<file path="src/common/pa_ramp_consts.vh">
`ifndef PA_RAMP_CONSTS_VH
`define PA_RAMP_CONSTS_VH
// ****************************************
// Register offsets
// ****************************************
`define ADDR_RX_FRONT_END   6'h21
`define ADDR_TX_FRONT_END   6'h22
`define ADDR_CAL_CHG_PUMP   6'h23
`define ADDR_CAL_VCO_CUR    6'h24
`define ADDR_TABLE_BASE     6'h38
`define ADDR_MODE_CTRL      6'h37
// ****************************************
// Reset values
// ****************************************
`define RST_RX_FRONT_END    8'h56
`define RST_TX_FRONT_END    8'h10
`define RST_CAL_CHG_PUMP    8'hA9
`define RST_CAL_VCO_CUR     8'h0A
`define RST_MODE_CTRL       8'h00
`define RST_TABLE_ENTRY     8'h00
// ****************************************
// Field layout and masks
// ****************************************
`define TX_WRITE_MASK       8'h37
`define VCO_WRITE_MASK      8'h3F
`define MODE_WRITE_MASK     8'h01
`define PIDX_MSB            2
`define PIDX_LSB            0
`define CP_CAL_EN_MSB       5
`define CP_CAL_EN_LSB       4
`define CP_CAL_EN_ON        2'h1
`define CP_CODE_MSB         3
`define CP_CODE_LSB         0
`define CP_EXP_SHIFT        2
`define VCO_HIGH_BIT        5
`define VCO_CUR_MSB         4
`define VCO_CUR_LSB         0
`define TXLO_MSB            5
`define TXLO_LSB            4
`define ASK_MODE_BIT        0
`endif

</file>
<file path="src/verilog/power_table_mem.v">
`timescale 1ns/1ns
`default_nettype none
// ****************************************
// Eight-entry power lookup table
// ****************************************
module power_table_mem #(
  parameter DEPTH_LOG2 = 3,
  parameter WIDTH      = 8
) (
  input  wire                  i_clock,   // System clock
  input  wire                  i_we,      // Write enable
  input  wire [DEPTH_LOG2-1:0] i_waddr,   // Write index
  input  wire [WIDTH-1:0]      i_wdata,   // Write data
  input  wire [DEPTH_LOG2-1:0] i_raddr_a, // Bus read index
  output reg  [WIDTH-1:0]      o_rdata_a, // Registered bus read
  input  wire [DEPTH_LOG2-1:0] i_raddr_b, // Amplifier read index
  output reg  [WIDTH-1:0]      o_rdata_b  // Registered amp setting
);
  reg [WIDTH-1:0] mem [0:(1<<DEPTH_LOG2)-1];

  // No reset on contents; software loads the table before transmit
  always @(posedge i_clock)
  begin
    if (i_we)
    begin
      mem[i_waddr] <= i_wdata;
    end
    o_rdata_a <= mem[i_raddr_a];
    o_rdata_b <= mem[i_raddr_b];
  end
endmodule
`default_nettype wire

</file>
<file path="src/verilog/pa_ramp_index_and_synth_cal_regs.v">
// Notes on behaviour
// RL1: Three-bit power index points into table
// RL2: Keyed one symbol uses indexed entry
// RL3: Keyed zero symbol uses entry zero
// RL4: Keyed shaping steps zero to index
// RL5: Ramp up at start, down at end
// RL6: Software may restore saved calibration values
// RL7: Charge-pump code is exponential, quarter-octave steps
// RL8: Charge-pump calibration runs when field equals one
// RL9: Bit five selects high oscillator core
// RL10: Oscillator current result, writable override, reset ten
// RL11: Software loads calibration configuration before calibration
// RL12: Transmit register: buffer current, power index
// RL13: Three receive trims reset to one
// RL14: Mixer trim resets to two, read/write
// RL15: Reserved bits read zero, writes ignored
`timescale 1ns/1ns
`default_nettype none
`include "pa_ramp_consts.vh"

module pa_ramp_index_and_synth_cal_regs #(
  parameter TABLE_LOG2 = 3,
  parameter ADDR_W     = 6
) (
  input  wire              i_clock,          // 250 MHz clock
  input  wire              i_rst,            // Sync reset, active high
  input  wire [ADDR_W-1:0] i_addr,           // Register address
  input  wire [7:0]        i_wdata,          // Write data
  input  wire              i_wr,             // Write strobe
  input  wire              i_rd,             // Read strobe
  output reg  [7:0]        o_rdata,          // Read data, next cycle
  input  wire              i_tx_active,      // Transmission in progress
  input  wire              i_symbol,         // Current keyed symbol
  input  wire              i_symbol_strobe,  // One pulse per symbol
  input  wire              i_cal_load,       // Calibration engine writes
  input  wire [3:0]        i_cal_cp_code,    // Engine charge-pump code
  input  wire [4:0]        i_cal_vco_cur,    // Engine oscillator current
  output reg  [7:0]        o_pa_setting,     // Amplifier setting
  output reg               o_pa_on,          // Amplifier enabled
  output reg  [3:0]        o_cp_exp_int,     // Integer part of exponent c/4
  output reg  [1:0]        o_cp_exp_frac,    // Quarter-octave fraction
  output reg               o_cp_cal_stage,   // Charge-pump stage enabled
  output reg               o_osc_core_high,  // High oscillator core
  output reg  [4:0]        o_osc_current,    // Oscillator current code
  output reg  [1:0]        o_tx_lo_buf,      // Transmit buffer current
  output reg  [7:0]        o_rx_trims        // Receive trims, packed
);
  // ****************************************
  // Configuration registers
  // ****************************************
  reg [7:0] rx_front_end_config_q;
  reg [7:0] tx_front_end_config_q;
  reg [7:0] synth_cal_charge_pump_q;
  reg [7:0] synth_cal_vco_current_q;
  reg [7:0] mode_ctrl_q;

  wire [TABLE_LOG2-1:0] power_index =
    tx_front_end_config_q[`PIDX_MSB:`PIDX_LSB];
  wire ask_mode = mode_ctrl_q[`ASK_MODE_BIT];
  // Table is one aligned block; only the upper address bits decide
  wire [ADDR_W-1:0] table_base = `ADDR_TABLE_BASE;
  wire table_hit = (i_addr[ADDR_W-1:TABLE_LOG2] ==
                    table_base[ADDR_W-1:TABLE_LOG2]);
  wire table_we  = i_wr && table_hit;

  always @(posedge i_clock)
  begin
    if (i_rst)
    begin
      // RL13: receive trims reset
      rx_front_end_config_q   <= `RST_RX_FRONT_END;
      // RL12: transmit register reset
      tx_front_end_config_q   <= `RST_TX_FRONT_END;
      // RL8: calibration enable reset
      synth_cal_charge_pump_q <= `RST_CAL_CHG_PUMP;
      // RL10: oscillator current reset
      synth_cal_vco_current_q <= `RST_CAL_VCO_CUR;
      mode_ctrl_q             <= `RST_MODE_CTRL;
    end
    else
    begin
      if (i_wr)
      begin
        case (i_addr)
          // RL14: mixer trim writable
          `ADDR_RX_FRONT_END: rx_front_end_config_q <= i_wdata;
          // RL15: reserved bits dropped
          `ADDR_TX_FRONT_END:
            tx_front_end_config_q <= i_wdata & `TX_WRITE_MASK;
          // RL6: saved values restored
          `ADDR_CAL_CHG_PUMP: synth_cal_charge_pump_q <= i_wdata;
          // RL10: software override
          `ADDR_CAL_VCO_CUR:
            synth_cal_vco_current_q <= i_wdata & `VCO_WRITE_MASK;
          `ADDR_MODE_CTRL:
            mode_ctrl_q <= i_wdata & `MODE_WRITE_MASK;
          default: ;
        endcase
      end
      // Engine result loads after bus write of same cycle
      if (i_cal_load)
      begin
        synth_cal_charge_pump_q[`CP_CODE_MSB:`CP_CODE_LSB] <= i_cal_cp_code;
        synth_cal_vco_current_q[`VCO_CUR_MSB:`VCO_CUR_LSB] <= i_cal_vco_cur;
      end
    end
  end

  // ****************************************
  // Read path
  // ****************************************
  wire [7:0] table_rdata;
  wire [7:0] table_pa_data;
  reg        table_rd_q;

  always @(posedge i_clock)
  begin
    if (i_rst)
    begin
      o_rdata    <= 8'h00;
      table_rd_q <= 1'b0;
    end
    else
    begin
      table_rd_q <= i_rd && table_hit;
      o_rdata    <= 8'h00;
      if (i_rd)
      begin
        case (i_addr)
          `ADDR_RX_FRONT_END: o_rdata <= rx_front_end_config_q;
          `ADDR_TX_FRONT_END: o_rdata <= tx_front_end_config_q;
          `ADDR_CAL_CHG_PUMP: o_rdata <= synth_cal_charge_pump_q;
          `ADDR_CAL_VCO_CUR:  o_rdata <= synth_cal_vco_current_q;
          `ADDR_MODE_CTRL:    o_rdata <= mode_ctrl_q;
          default:            o_rdata <= 8'h00;
        endcase
      end
    end
  end

  // ****************************************
  // Power ramp sequencer
  // ****************************************
  localparam [3:0] ST_IDLE = 4'h1;
  localparam [3:0] ST_UP   = 4'h2;
  localparam [3:0] ST_HOLD = 4'h4;
  localparam [3:0] ST_DOWN = 4'h8;

  reg [3:0]            state_q;
  reg [TABLE_LOG2-1:0] step_q;
  reg [TABLE_LOG2-1:0] target;
  reg [TABLE_LOG2-1:0] pa_idx;

  // ****************************************
  // Keyed target selection
  // ****************************************
  // RL2: one symbol uses power index
  // RL3: zero symbol uses entry zero
  always @*
  begin
    target = power_index;
    if (ask_mode && !i_symbol)
    begin
      target = {TABLE_LOG2{1'b0}};
    end
  end

  // RL4: step one entry per cycle toward target
  // RL5: ramp up then down in all formats
  always @(posedge i_clock)
  begin
    if (i_rst)
    begin
      state_q <= ST_IDLE;
      step_q  <= {TABLE_LOG2{1'b0}};
    end
    else
    begin
      case (state_q)
        ST_IDLE:
        begin
          if (i_tx_active)
          begin
            state_q <= ST_UP;
            step_q  <= {TABLE_LOG2{1'b0}};
          end
        end
        ST_UP:
        begin
          if (!i_tx_active)
          begin
            state_q <= ST_DOWN;
          end
          // At or above: an index lowered mid-ramp cannot wrap the step
          else if (step_q >= power_index)
          begin
            state_q <= ST_HOLD;
          end
          else
          begin
            step_q <= step_q + 1'b1;
          end
        end
        ST_HOLD:
        begin
          if (!i_tx_active)
          begin
            state_q <= ST_DOWN;
          end
          else if (step_q < target)
          begin
            step_q <= step_q + 1'b1;
          end
          else if (step_q > target)
          begin
            step_q <= step_q - 1'b1;
          end
        end
        ST_DOWN:
        begin
          if (step_q == {TABLE_LOG2{1'b0}})
          begin
            state_q <= ST_IDLE;
          end
          else
          begin
            step_q <= step_q - 1'b1;
          end
        end
        default:
        begin
          state_q <= ST_IDLE;
        end
      endcase
    end
  end

  // Keyed shaping slews only while holding; plain mode holds at index
  always @*
  begin
    pa_idx = step_q;
  end

  // RL1: index addresses eight-entry table
  power_table_mem #(
    .DEPTH_LOG2 (TABLE_LOG2),
    .WIDTH      (8)
  ) u_table (
    .i_clock   (i_clock),
    .i_we      (table_we),
    .i_waddr   (i_addr[TABLE_LOG2-1:0]),
    .i_wdata   (i_wdata),
    .i_raddr_a (i_addr[TABLE_LOG2-1:0]),
    .o_rdata_a (table_rdata),
    .i_raddr_b (pa_idx),
    .o_rdata_b (table_pa_data)
  );

  // ****************************************
  // Analog control outputs
  // ****************************************
  wire [3:0] cp_code =
    synth_cal_charge_pump_q[`CP_CODE_MSB:`CP_CODE_LSB];
  reg        pa_live_q;

  always @(posedge i_clock)
  begin
    if (i_rst)
    begin
      pa_live_q       <= 1'b0;
      o_pa_setting    <= 8'h00;
      o_pa_on         <= 1'b0;
      o_cp_exp_int    <= 4'h0;
      o_cp_exp_frac   <= 2'h0;
      o_cp_cal_stage  <= 1'b0;
      o_osc_core_high <= 1'b0;
      o_osc_current   <= 5'h00;
      o_tx_lo_buf     <= 2'h0;
      o_rx_trims      <= 8'h00;
    end
    else
    begin
      // Table read adds a cycle; a delayed live flag keeps entry zero
      // on the pin for the last ramp-down step instead of cutting it
      pa_live_q       <= (state_q != ST_IDLE);
      o_pa_setting    <= pa_live_q ? table_pa_data : 8'h00;
      o_pa_on         <= pa_live_q;
      // RL7: integer and quarter parts of code/4
      o_cp_exp_int    <= {2'h0, cp_code[`CP_CODE_MSB:`CP_EXP_SHIFT]};
      o_cp_exp_frac   <= cp_code[`CP_EXP_SHIFT-1:0];
      // RL8: stage on only when field is one
      o_cp_cal_stage  <= (synth_cal_charge_pump_q
                          [`CP_CAL_EN_MSB:`CP_CAL_EN_LSB] == `CP_CAL_EN_ON);
      // RL9: core select
      o_osc_core_high <= synth_cal_vco_current_q[`VCO_HIGH_BIT];
      o_osc_current   <= synth_cal_vco_current_q[`VCO_CUR_MSB:`VCO_CUR_LSB];
      o_tx_lo_buf     <= tx_front_end_config_q[`TXLO_MSB:`TXLO_LSB];
      o_rx_trims      <= rx_front_end_config_q;
    end
  end

  // Table is write-only on the bus, so port A data is left unused;
  // reading it back would need a second read-data cycle
  wire unused_table = table_rd_q & (|table_rdata);
endmodule
`default_nettype wire

</file>
<file path="config.mk">
export PLATFORM = sky130hd
export DESIGN_NAME = pa_ramp_index_and_synth_cal_regs
export DESIGN_NICKNAME = d
export VERILOG_FILES = /design/src/verilog/power_table_mem.v /design/src/verilog/pa_ramp_index_and_synth_cal_regs.v
export VERILOG_INCLUDE_DIRS = /design/src /design/src/common
export SDC_FILE = /design/constraint.sdc
export NUM_CORES = 1
export LEC_CHECK = 0
export BUFFER_PORTS_ARGS = -buffer_cell sky130_fd_sc_hd__clkbuf_2
export CORE_MARGIN = 1.5
export CORE_UTILIZATION = 45
export CTS_BUF_LIST = sky130_fd_sc_hd__clkbuf_4 sky130_fd_sc_hd__clkbuf_8
export DETAILED_ROUTE_END_ITERATION = 10
export GPL_ROUTABILITY_DRIVEN = 0
export PLACE_DENSITY_LB_ADDON = 0.3
export RECOVER_POWER = 25
export SLEW_MARGIN = 30
export SYNTH_ARGS = -nofsm -noshare
export SYNTH_HDL_FRONTEND = slang
export SYNTH_HIERARCHICAL = 1
export SYNTH_SLANG_ARGS = --single-unit
</file>
<file path="constraint.sdc">
create_clock -name i_clock -period 2.5 [get_ports i_clock]
set_input_delay 0.625 -clock i_clock [delete_from_list [all_inputs] [get_ports i_clock]]
set_output_delay 0.625 -clock i_clock [all_outputs]
set_load 0.01 [all_outputs]
</file>
==> flow_summary.toml, run 1 <==
[pwr]
power_leakage_nw = 2.69
vdd_drop_max_uv = 396
power_density_nw_per_um2 = 710

[detailed_routing]
final_antenna_net_count = 0
vias_per_cell = 5.14
drc_errors = 0
wl_per_cell_um = 16.4
drt-initial-drc-count = 232
vias = 3646
wl_um = 11700
first_pass_iters = 4

[worst_setup_path]
critPathLaunchType = "register"
reg2reg_from = "mode_ctrl_q[0]"
critPathKind = "reg2reg"
r2r_cells = 8
rr_endpoint = "pa_idx[2]"
cpPeakStageDelay_ps = 340
path_max_fanout = 4
critPathArrivalTime_ps = 2400
cp.required_ps = 2830
rrSetupSlack_ps = 430
crit_chain = "nand2b_1 -> nand2_1 -> ha_1 -> a21oi_1 -> a21boi_0 -> a22oi_1 -> nand3b_1 -> a32o_1"
slowest_stage = "dfxtp_1"
setup.worst_path.end_class = "register"

[hold_path]
hp-class = "in2reg"
worstHoldEndpoint = "synth_cal_vco_current_q[3]"
holdCritStartpoint = "i_cal_vco_cur[3]"
holdPathStages = 3

[sta]
period_needed_ps = 2070
relSlewSlack_pct = 53.2
setup_tns_ps = 0
hold_viol = 0
worst_pin_slew_ps = 700
finalWorstSetupSlack_ps = 430
finalCritPeriodShare_pct = 82.8
rsz0062_at_grt = "false"
setup_viol = 0
max_freq_mhz = 483
clock_skew_ps = 9.84
maxSlewViolCount = 0

[placed_design]
dp_hpwl_um = 7810
placed_cell_area_sq_um = 6390
place_ws_ps = 34.1
port_buffers = 67

[cells_and_area]
seq_area_sq_um = 3560
fin_area_sq_um = 6840
multi_input_area_sq_um = 2050
finalNetCount = 565
area_delta_synth_final_pct = 18.7
num-fill-cells = 1073
drive_gt1_share_pct = 25.7
diodes = 0
final_common_cell = "dfxtp_1"
final_cell_mix = "dfxtp_1 (82), edfxtp_1 (64), clkbuf_2 (59)"

[floorplanning]
die_w_um = 116
start_util_pct = 45.9
die_h_um = 116
core_area_sq_um = 12600
io_pins = 71
die_area_sq_um = 13500
rows = 41

[clocking]
clockBufferDepth = 2
clock_latency_ps = 430
cts-root-buf = "clkbuf_8"
cts_setup_buffers = 0
cts_tree = "built"
clkTransAtPathRegs_ps = 80
postCtsHoldBufs = 0
htree_levels = 4
cts_resized = 0
clock_sinks = 146
numCtsBuffers = 17

[synthesis]
syn_area_per_cell_sq_um = 13.3
ys_warn_count = 6
synthCells = 435
syn_area_sq_um = 5770

[job]
cap_violations = 0

[grt]
track_usage_pct = 18.9
first_global_vias = 3697
antenna_found_initial = 0
grt_max_degree = 46
overflow = 0
grt_pass1_wl_um = 19000

[status]
outcome = "complete, no violations"
-- flip-flops by register name, summed over array words and instances, names as in the netlist, 5 cells and up --
register                 cells
synth_cal_vco_current_q      6
u_table/o_rdata_b            8
o_pa_setting                 8
u_table/mem                 64
o_osc_current                5
o_rx_trims                   8
o_rdata                      8
tx_front_end_config_q        5
rx_front_end_config_q        8
synth_cal_charge_pump_q      8
-- worst max path at each step --
stage | start | to
2_1_floorplan | i_addr[1] | synth_cal_vco_current_q[1]
3_3_place_gp | i_symbol | pa_idx[2]
3_5_place_dp | i_addr[1] | synth_cal_vco_current_q[0]
4_1_cts | mode_ctrl_q[0] | pa_idx[0]
5_1_grt | mode_ctrl_q[0] | pa_idx[0]
6_report | mode_ctrl_q[0] | pa_idx[2]
-- through the flow --
stage               instances  utilization (%)  hold WS [ps]  total power (W)
global placement          678             50.9           408          0.00282
detailed placement        678             50.9           411          0.00283
CTS                       710             54.5           382          0.00491
finish                    710             54.4           413          0.00486
global route              710             54.4           396          0.00503
floorplan                 436                -           406          0.00273
-- report_power, final --
group          internal [W]  switching, W
clock               0.00122      0.000871
sequential          0.00253     0.0000214
combinational     0.0000949      0.000130
total               0.00384       0.00102
-- worst max-delay path: cells and delay by family (launching register included) --
family,cells,cell delay [ps]
compound gates,4,950
fa+ha+maj,1,310
flops,1,340
simple gates,3,380
-- metal layers --
layer	GRT usage, %	part of all wire (%)	vias to the layer above
li1	-	-	1775
met1	24.1	45	1779
met2	31.7	50	88
met3	5.19	4.8	4
met4	5.69	0.53	0
met5	0	0	-
-- area by class of cell --
class                      instances  area share, %
tap                              172           3.14
timing repair buffer              93           7.61
inverter                          10          0.549
clock buffer                      19           3.64
sequential                       146           52.1
multi-input combinational        257           29.9
clock inverter                    13           3.07
(Power assumes the default switching activity.)
==> run 2, diff against run 1 <==
--- a/config.mk
+++ b/config.mk
@@ -6,6 +6,7 @@
 export SDC_FILE = /design/constraint.sdc
 export NUM_CORES = 1
 export LEC_CHECK = 0
+export ABC_AREA = 1
 export BUFFER_PORTS_ARGS = -buffer_cell sky130_fd_sc_hd__clkbuf_2
 export CORE_MARGIN = 1.5
 export CORE_UTILIZATION = 45
==> constraint.sdc (replaced) <==
create_clock -name i_clock -period 1.88 [get_ports i_clock]
set_input_delay 0.47 -clock i_clock [delete_from_list [all_inputs] [get_ports i_clock]]
set_output_delay 0.47 -clock i_clock [all_outputs]
set_load 0.01 [all_outputs]
==> run 2 against run 1 <==
- synthesized cell count is 65% higher
- register-to-register slack worse by 190 ps
- sequential share of layout area is 3.2 points lower
==> flow_summary.toml, run 2 <==
[cells_and_area]
drive_gt1_share_pct = 18.3
area_delta_synth_final_pct = 15.4
multi_input_area_sq_um = 2060
instances_no_fill = 996
diodes = 0
num-fill-cells = 1342
top_register = "u_table/mem"
largest_reg_flops = 64
finalNetCount = 843
final_common_cell = "nand2_1"
final_cell_mix = "nand2_1 (175), inv_1 (130), dfxtp_1 (82)"
seq_area_sq_um = 3560

[job]
cap_violations = 0

[pwr]
power_density_nw_per_um2 = 970
power_leakage_nw = 3.47
vdd_drop_max_uv = 437

[clocking]
cts-root-buf = "clkbuf_8"
postCtsHoldBufs = 0
cts_resized = 0
clockBufferDepth = 2
clock_sinks = 146
htree_levels = 4
cts_setup_buffers = 0
clock_latency_ps = 450
cts_tree = "built"
numCtsBuffers = 17
clkTransAtPathRegs_ps = 80

[worst_setup_path]
crit_chain = "nand2_1 -> nand2_1 -> ha_1 -> a21oi_1 -> nand2_1 -> nand2_1 -> nand2_1 -> nor2_4 -> nand3_1 -> nand2_1 -> nor2_1"
rr_endpoint = "pa_idx[2]"
cp.required_ps = 2230
critPathArrivalTime_ps = 1980
critPathKind = "reg2reg"
critPathLaunchType = "register"
r2r_cells = 11
reg2reg_from = "mode_ctrl_q[0]"
cp_top_family = "simple AND/OR/NAND/NOR gates"
rrSetupSlack_ps = 240
path_common_cell = "nand2_1"
crit_path_start = "mode_ctrl_q[0]"
path_max_fanout = 4
cpPeakStageDelay_ps = 330
slowest_stage = "dfxtp_1"
endpoint = "pa_idx[2]"
cp.buffers_inverters = 0
crit_cells = 11
setup.worst_path.end_class = "register"

[sta]
clock_skew_ps = 7.91
setup_tns_ps = 0
setup_viol = 0
finalCritPeriodShare_pct = 87.0
max_freq_mhz = 611
relSlewSlack_pct = 48.5
worst_pin_slew_ps = 773
hold_viol = 0
maxSlewViolCount = 0
rsz0062_at_grt = "false"
period_needed_ps = 1640

[floorplanning]
core_area_sq_um = 13800
rows = 43
die_h_um = 121
io_pins = 71
die_area_sq_um = 14800
start_util_pct = 45.8
die_w_um = 121

[status]
outcome = "complete, no violations"

[synthesis]
syn_area_sq_um = 6310
synthCells = 717
ys_warn_count = 6
syn_area_per_cell_sq_um = 8.81

[hold_path]
hp-class = "in2reg"

[detailed_routing]
drt-initial-drc-count = 345
wl_um = 13900
first_pass_iters = 5
vias = 4699
wl_per_cell_um = 14.0
vias_per_cell = 4.72
final_antenna_net_count = 0
drc_errors = 0

[placed_design]
placed_cells = 964
dp_hpwl_um = 9570
port_buffers = 67

[grt]
first_global_vias = 4538
grt_pass1_wl_um = 22600
overflow = 0
grt_max_degree = 36
antenna_found_initial = 0
track_usage_pct = 20.4
==> run 2: cell types whose count changed in the layout (fill, tap and decap cells not counted), sizes merged, moves of 10 or more <==
cell / previous run / this run
nand2: 37 / 182
inv: 12 / 142
nor2: 26 / 85
nand3: 19 / 53
nor2b: 23 / 0
mux2i: 19 / 0
mux2: 18 / 0
o21ai: 6 / 23
mux4: 16 / 0
o211ai: 1 / 11
==> run 2: worst min-delay path by stage <==
stage	from	end	slack [ps]	depth (start not counted)
4_1_cts	i_cal_cp_code[3]	synth_cal_charge_pump_q[3]	250	3
6_report	i_cal_cp_code[2]	synth_cal_charge_pump_q[2]	270	3
5_1_grt	i_cal_cp_code[2]	synth_cal_charge_pump_q[2]	270	3
2_1_floorplan	u_table/o_rdata_b[0]	o_pa_setting[0]	390	2
3_3_place_gp	u_table/o_rdata_b[1]	o_pa_setting[1]	400	2
3_5_place_dp	u_table/o_rdata_b[1]	o_pa_setting[1]	400	2
==> run 2: metal layers <==
metal,up-vias,global-route usage (%),wire [um]
li1,2409,-,-
met1,2151,25.9,6200
met2,124,34.3,6700
met3,15,4.61,815
met4,0,6.54,181
met5,-,0,0
==> run 2: layout make-up <==
type,instances,share of cell area [%]
Sequential cell,146,48.9
Multi-Input combinational cell,411,28.3
Inverter,140,7.28
Timing Repair Buffer,87,6.42
Clock buffer,19,3.50
Tap cell,180,3.09
Clock inverter,13,2.49
==> run 2: power breakdown <==
part	switching [W]	total, W	internal (W)
Combinational	0.000608	0.000904	0.000296
Clock	0.00118	0.00268	0.00149
Sequential	0.0000499	0.00349	0.00344
==> run 2: stage by stage <==
step	utilization (%)	hold WS, ps	power, W	instance area [sq um]	worst slack [ps]
floorplan	-	394	0.00422	6320	48.1
global placement	49.9	398	0.00446	6870	-14.3
detailed placement	49.9	400	0.00447	6870	-33.2
CTS	53.0	255	0.00712	7300	237
global route	52.9	267	0.00739	7290	97.0
finish	52.9	270	0.00707	7290	244
==> run 2: worst reg2reg max path, cell delays in order (launching register included) <==
cell and delay, ps:
dfxtp_1 330, nand2_1 80, nand2_1 50, ha_1 300
a21oi_1 180, nand2_1 110, nand2_1 80, nand2_1 80
nor2_4 140, nand3_1 80, nand2_1 60, nor2_1 30
==> run 3, diff against run 2 <==
--- a/config.mk
+++ b/config.mk
@@ -13,7 +13,7 @@
 export CTS_BUF_LIST = sky130_fd_sc_hd__clkbuf_4 sky130_fd_sc_hd__clkbuf_8
 export DETAILED_ROUTE_END_ITERATION = 10
 export GPL_ROUTABILITY_DRIVEN = 0
-export PLACE_DENSITY_LB_ADDON = 0.3
+export PLACE_DENSITY = 0.69
 export RECOVER_POWER = 25
 export SLEW_MARGIN = 30
 export SYNTH_ARGS = -nofsm -noshare
==> constraint.sdc (replaced) <==
create_clock -name i_clock -period 1.75 [get_ports i_clock]
set_input_delay 0.4375 -clock i_clock [delete_from_list [all_inputs] [get_ports i_clock]]
set_output_delay 0.4375 -clock i_clock [all_outputs]
set_load 0.01 [all_outputs]
==> run 3 against run 2 <==
- cell count rose by 0.50%
- non-clock buffer count rose by 5
- utilization rose by 0.55 points
- cell area rose by 1.0%
- sequential power rose by 7.2%
- via count rose by 0.49%
- global-route usage rose by 0.14 points
- clock skew rose by 2.1 ps
- setup slack got worse by 110 ps
==> flow_summary.toml, run 3 (synthesis results as in run 2) <==
[status]
outcome = "complete, no violations"

[grt]
track_usage_pct = 20.5
overflow = 0
grt_pass1_wl_um = 22800
grt_max_degree = 36
antenna_found_initial = 0
first_global_vias = 4675

[hold_path]
holdPathStages = 3
hp-class = "in2reg"
worstHoldEndpoint = "synth_cal_charge_pump_q[2]"
holdCritStartpoint = "i_cal_cp_code[2]"

[sta]
hold_viol = 0
maxSlewViolCount = 0
finalCritPeriodShare_pct = 92.5
relSlewSlack_pct = 20.8
clock_skew_ps = 9.99
period_needed_ps = 1620
max_freq_mhz = 618
setup_viol = 0
rsz0062_at_grt = "false"
worst_pin_slew_ps = 1190

[cells_and_area]
instances_no_fill = 1001
final_common_cell = "nand2_1"
largest_reg_flops = 64
diodes = 0
drive_gt1_share_pct = 19.1
finalNetCount = 848
top_register = "u_table/mem"
final_cell_mix = "nand2_1 (174), inv_1 (130), dfxtp_1 (82)"
finish.utilization_pct = 53.4
area_delta_synth_final_pct = 16.6

[detailed_routing]
first_pass_iters = 5
final_antenna_net_count = 0
drt-initial-drc-count = 358
wl_per_cell_um = 13.8
vias = 4722
wl_um = 13800
vias_per_cell = 4.72
drc_errors = 0

[floorplanning]
start_util_pct = 45.8
die_w_um = 121
die_area_sq_um = 14800
die_h_um = 121
rows = 43
io_pins = 71
core_area_sq_um = 13800

[clocking]
cts_setup_buffers = 0
postCtsHoldBufs = 0
clock_latency_ps = 450
clkTransAtPathRegs_ps = 80
cts_resized = 0
numCtsBuffers = 17
clockBufferDepth = 2
cts-root-buf = "clkbuf_8"
cts_tree = "built"
clock_sinks = 146
htree_levels = 4

[worst_setup_path]
rrSetupSlack_ps = 130
cp_top_family = "simple AND/OR/NAND/NOR gates"
cp.required_ps = 2130
rr_endpoint = "pa_idx[1]"
critPathLaunchType = "register"
path_max_fanout = 3
critPathArrivalTime_ps = 2000
setup.worst_path.end_class = "register"
cpPeakStageDelay_ps = 370
cp.buffers_inverters = 2
reg2reg_from = "tx_front_end_config_q[2]"
critPathKind = "reg2reg"
crit_chain = "inv_1 -> ha_1 -> a21oi_2 -> nand3_2 -> nand2_2 -> inv_1 -> nor2_1 -> nand3_2 -> nand2_1 -> nand2_1 -> nor2_1"
r2r_cells = 11
slowest_stage = "dfxtp_1"

[placed_design]
dp_hpwl_um = 9570
port_buffers = 67
placed_cells = 969

[job]
cap_violations = 0

[pwr]
p_int_w = 0.00551
pwr-share-seq_pct = 49.7
vdd_drop_max_uv = 628
p_sw_share_pct = 26.8
clkPwrFrac_pct = 37.1
p_sw_w = 0.00202
power_density_nw_per_um2 = 1020
comb_power_share_pct = 13.2
power_leakage_nw = 3.50
==> run 3: cell types whose count changed in the layout (fill, tap and decap cells not counted), moves of 2 or more <==
cell	delta
clkinv_2	-4
a21oi_1	-2
a21oi_2	+2
buf_12	+2
buf_4	+2
clkbuf_1	+2
clkinv_4	+2
inv_4	+2
inv_6	+2
==> run 3: worst reg2reg max path: cells and delay by family (launching register included) <==
kind | cells | cell delay (ps)
compound gates | 1 | 160
fa+ha+maj | 1 | 340
buf+inv | 2 | 110
flops | 1 | 370
simple gates | 7 | 580
==> run 3: routing by layer <==
layer  GRT usage, %  vias up  share of wire [%]
met2           34.3      123                 48
met4           6.76        0                1.6
met3           4.98       22                5.3
met5              0        -                  0
li1               -     2418                  -
met1           26.1     2159                 45
==> run 3: worst max-delay path by stage <==
| stage | from | endpoint | slack [ps] | depth (start not counted) |
|---|---|---|---|---|
| 2_1_floorplan | i_wr | u_table/mem[1][0] | -50 | 4 |
| 6_report | tx_front_end_config_q[2] | pa_idx[1] | 130 | 11 |
| 5_1_grt | tx_front_end_config_q[2] | pa_idx[1] | 10 | 10 |
| 3_3_place_gp | i_symbol | pa_idx[2] | -110 | 13 |
| 4_1_cts | tx_front_end_config_q[2] | pa_idx[1] | 90 | 11 |
| 3_5_place_dp | i_symbol | pa_idx[2] | -150 | 13 |
==> run 3: cell type report <==
type	instances	area, sq um
Sequential cell	146	3560
Timing Repair Buffer	92	526
Clock buffer	19	255
Clock inverter	13	171
Multi-Input combinational cell	411	2090
Inverter	140	531
Tap cell	180	225
Fill cell	1272	6410
==> run 3: through the flow <==
stage | setup WS (ps) | TNS [ps] | hold WS [ps] | cell area, sq um | power [W]
2_1_floorplan | -49.4 | -2680 | 394 | 6320 | 0.00454
3_3_place_gp | -115 | -798 | 396 | 6930 | 0.00479
3_5_place_dp | -154 | -1810 | 398 | 6930 | 0.00480
4_1_cts | 85.5 | 0 | 220 | 7360 | 0.00757
5_1_grt | 10.7 | 0 | 237 | 7360 | 0.00790
6_report | 131 | 0 | 233 | 7360 | 0.00754
==> run 3: power by group through the flow <==
stage	clock network (W)	registers, W	logic (W)
floorplan	0	0.00384	0.000702
global placement	0	0.00382	0.000970
CTS	0.00284	0.00374	0.000988
detailed placement	0	0.00382	0.000982
finish	0.00279	0.00374	0.000997
global route	0.00300	0.00376	0.00114
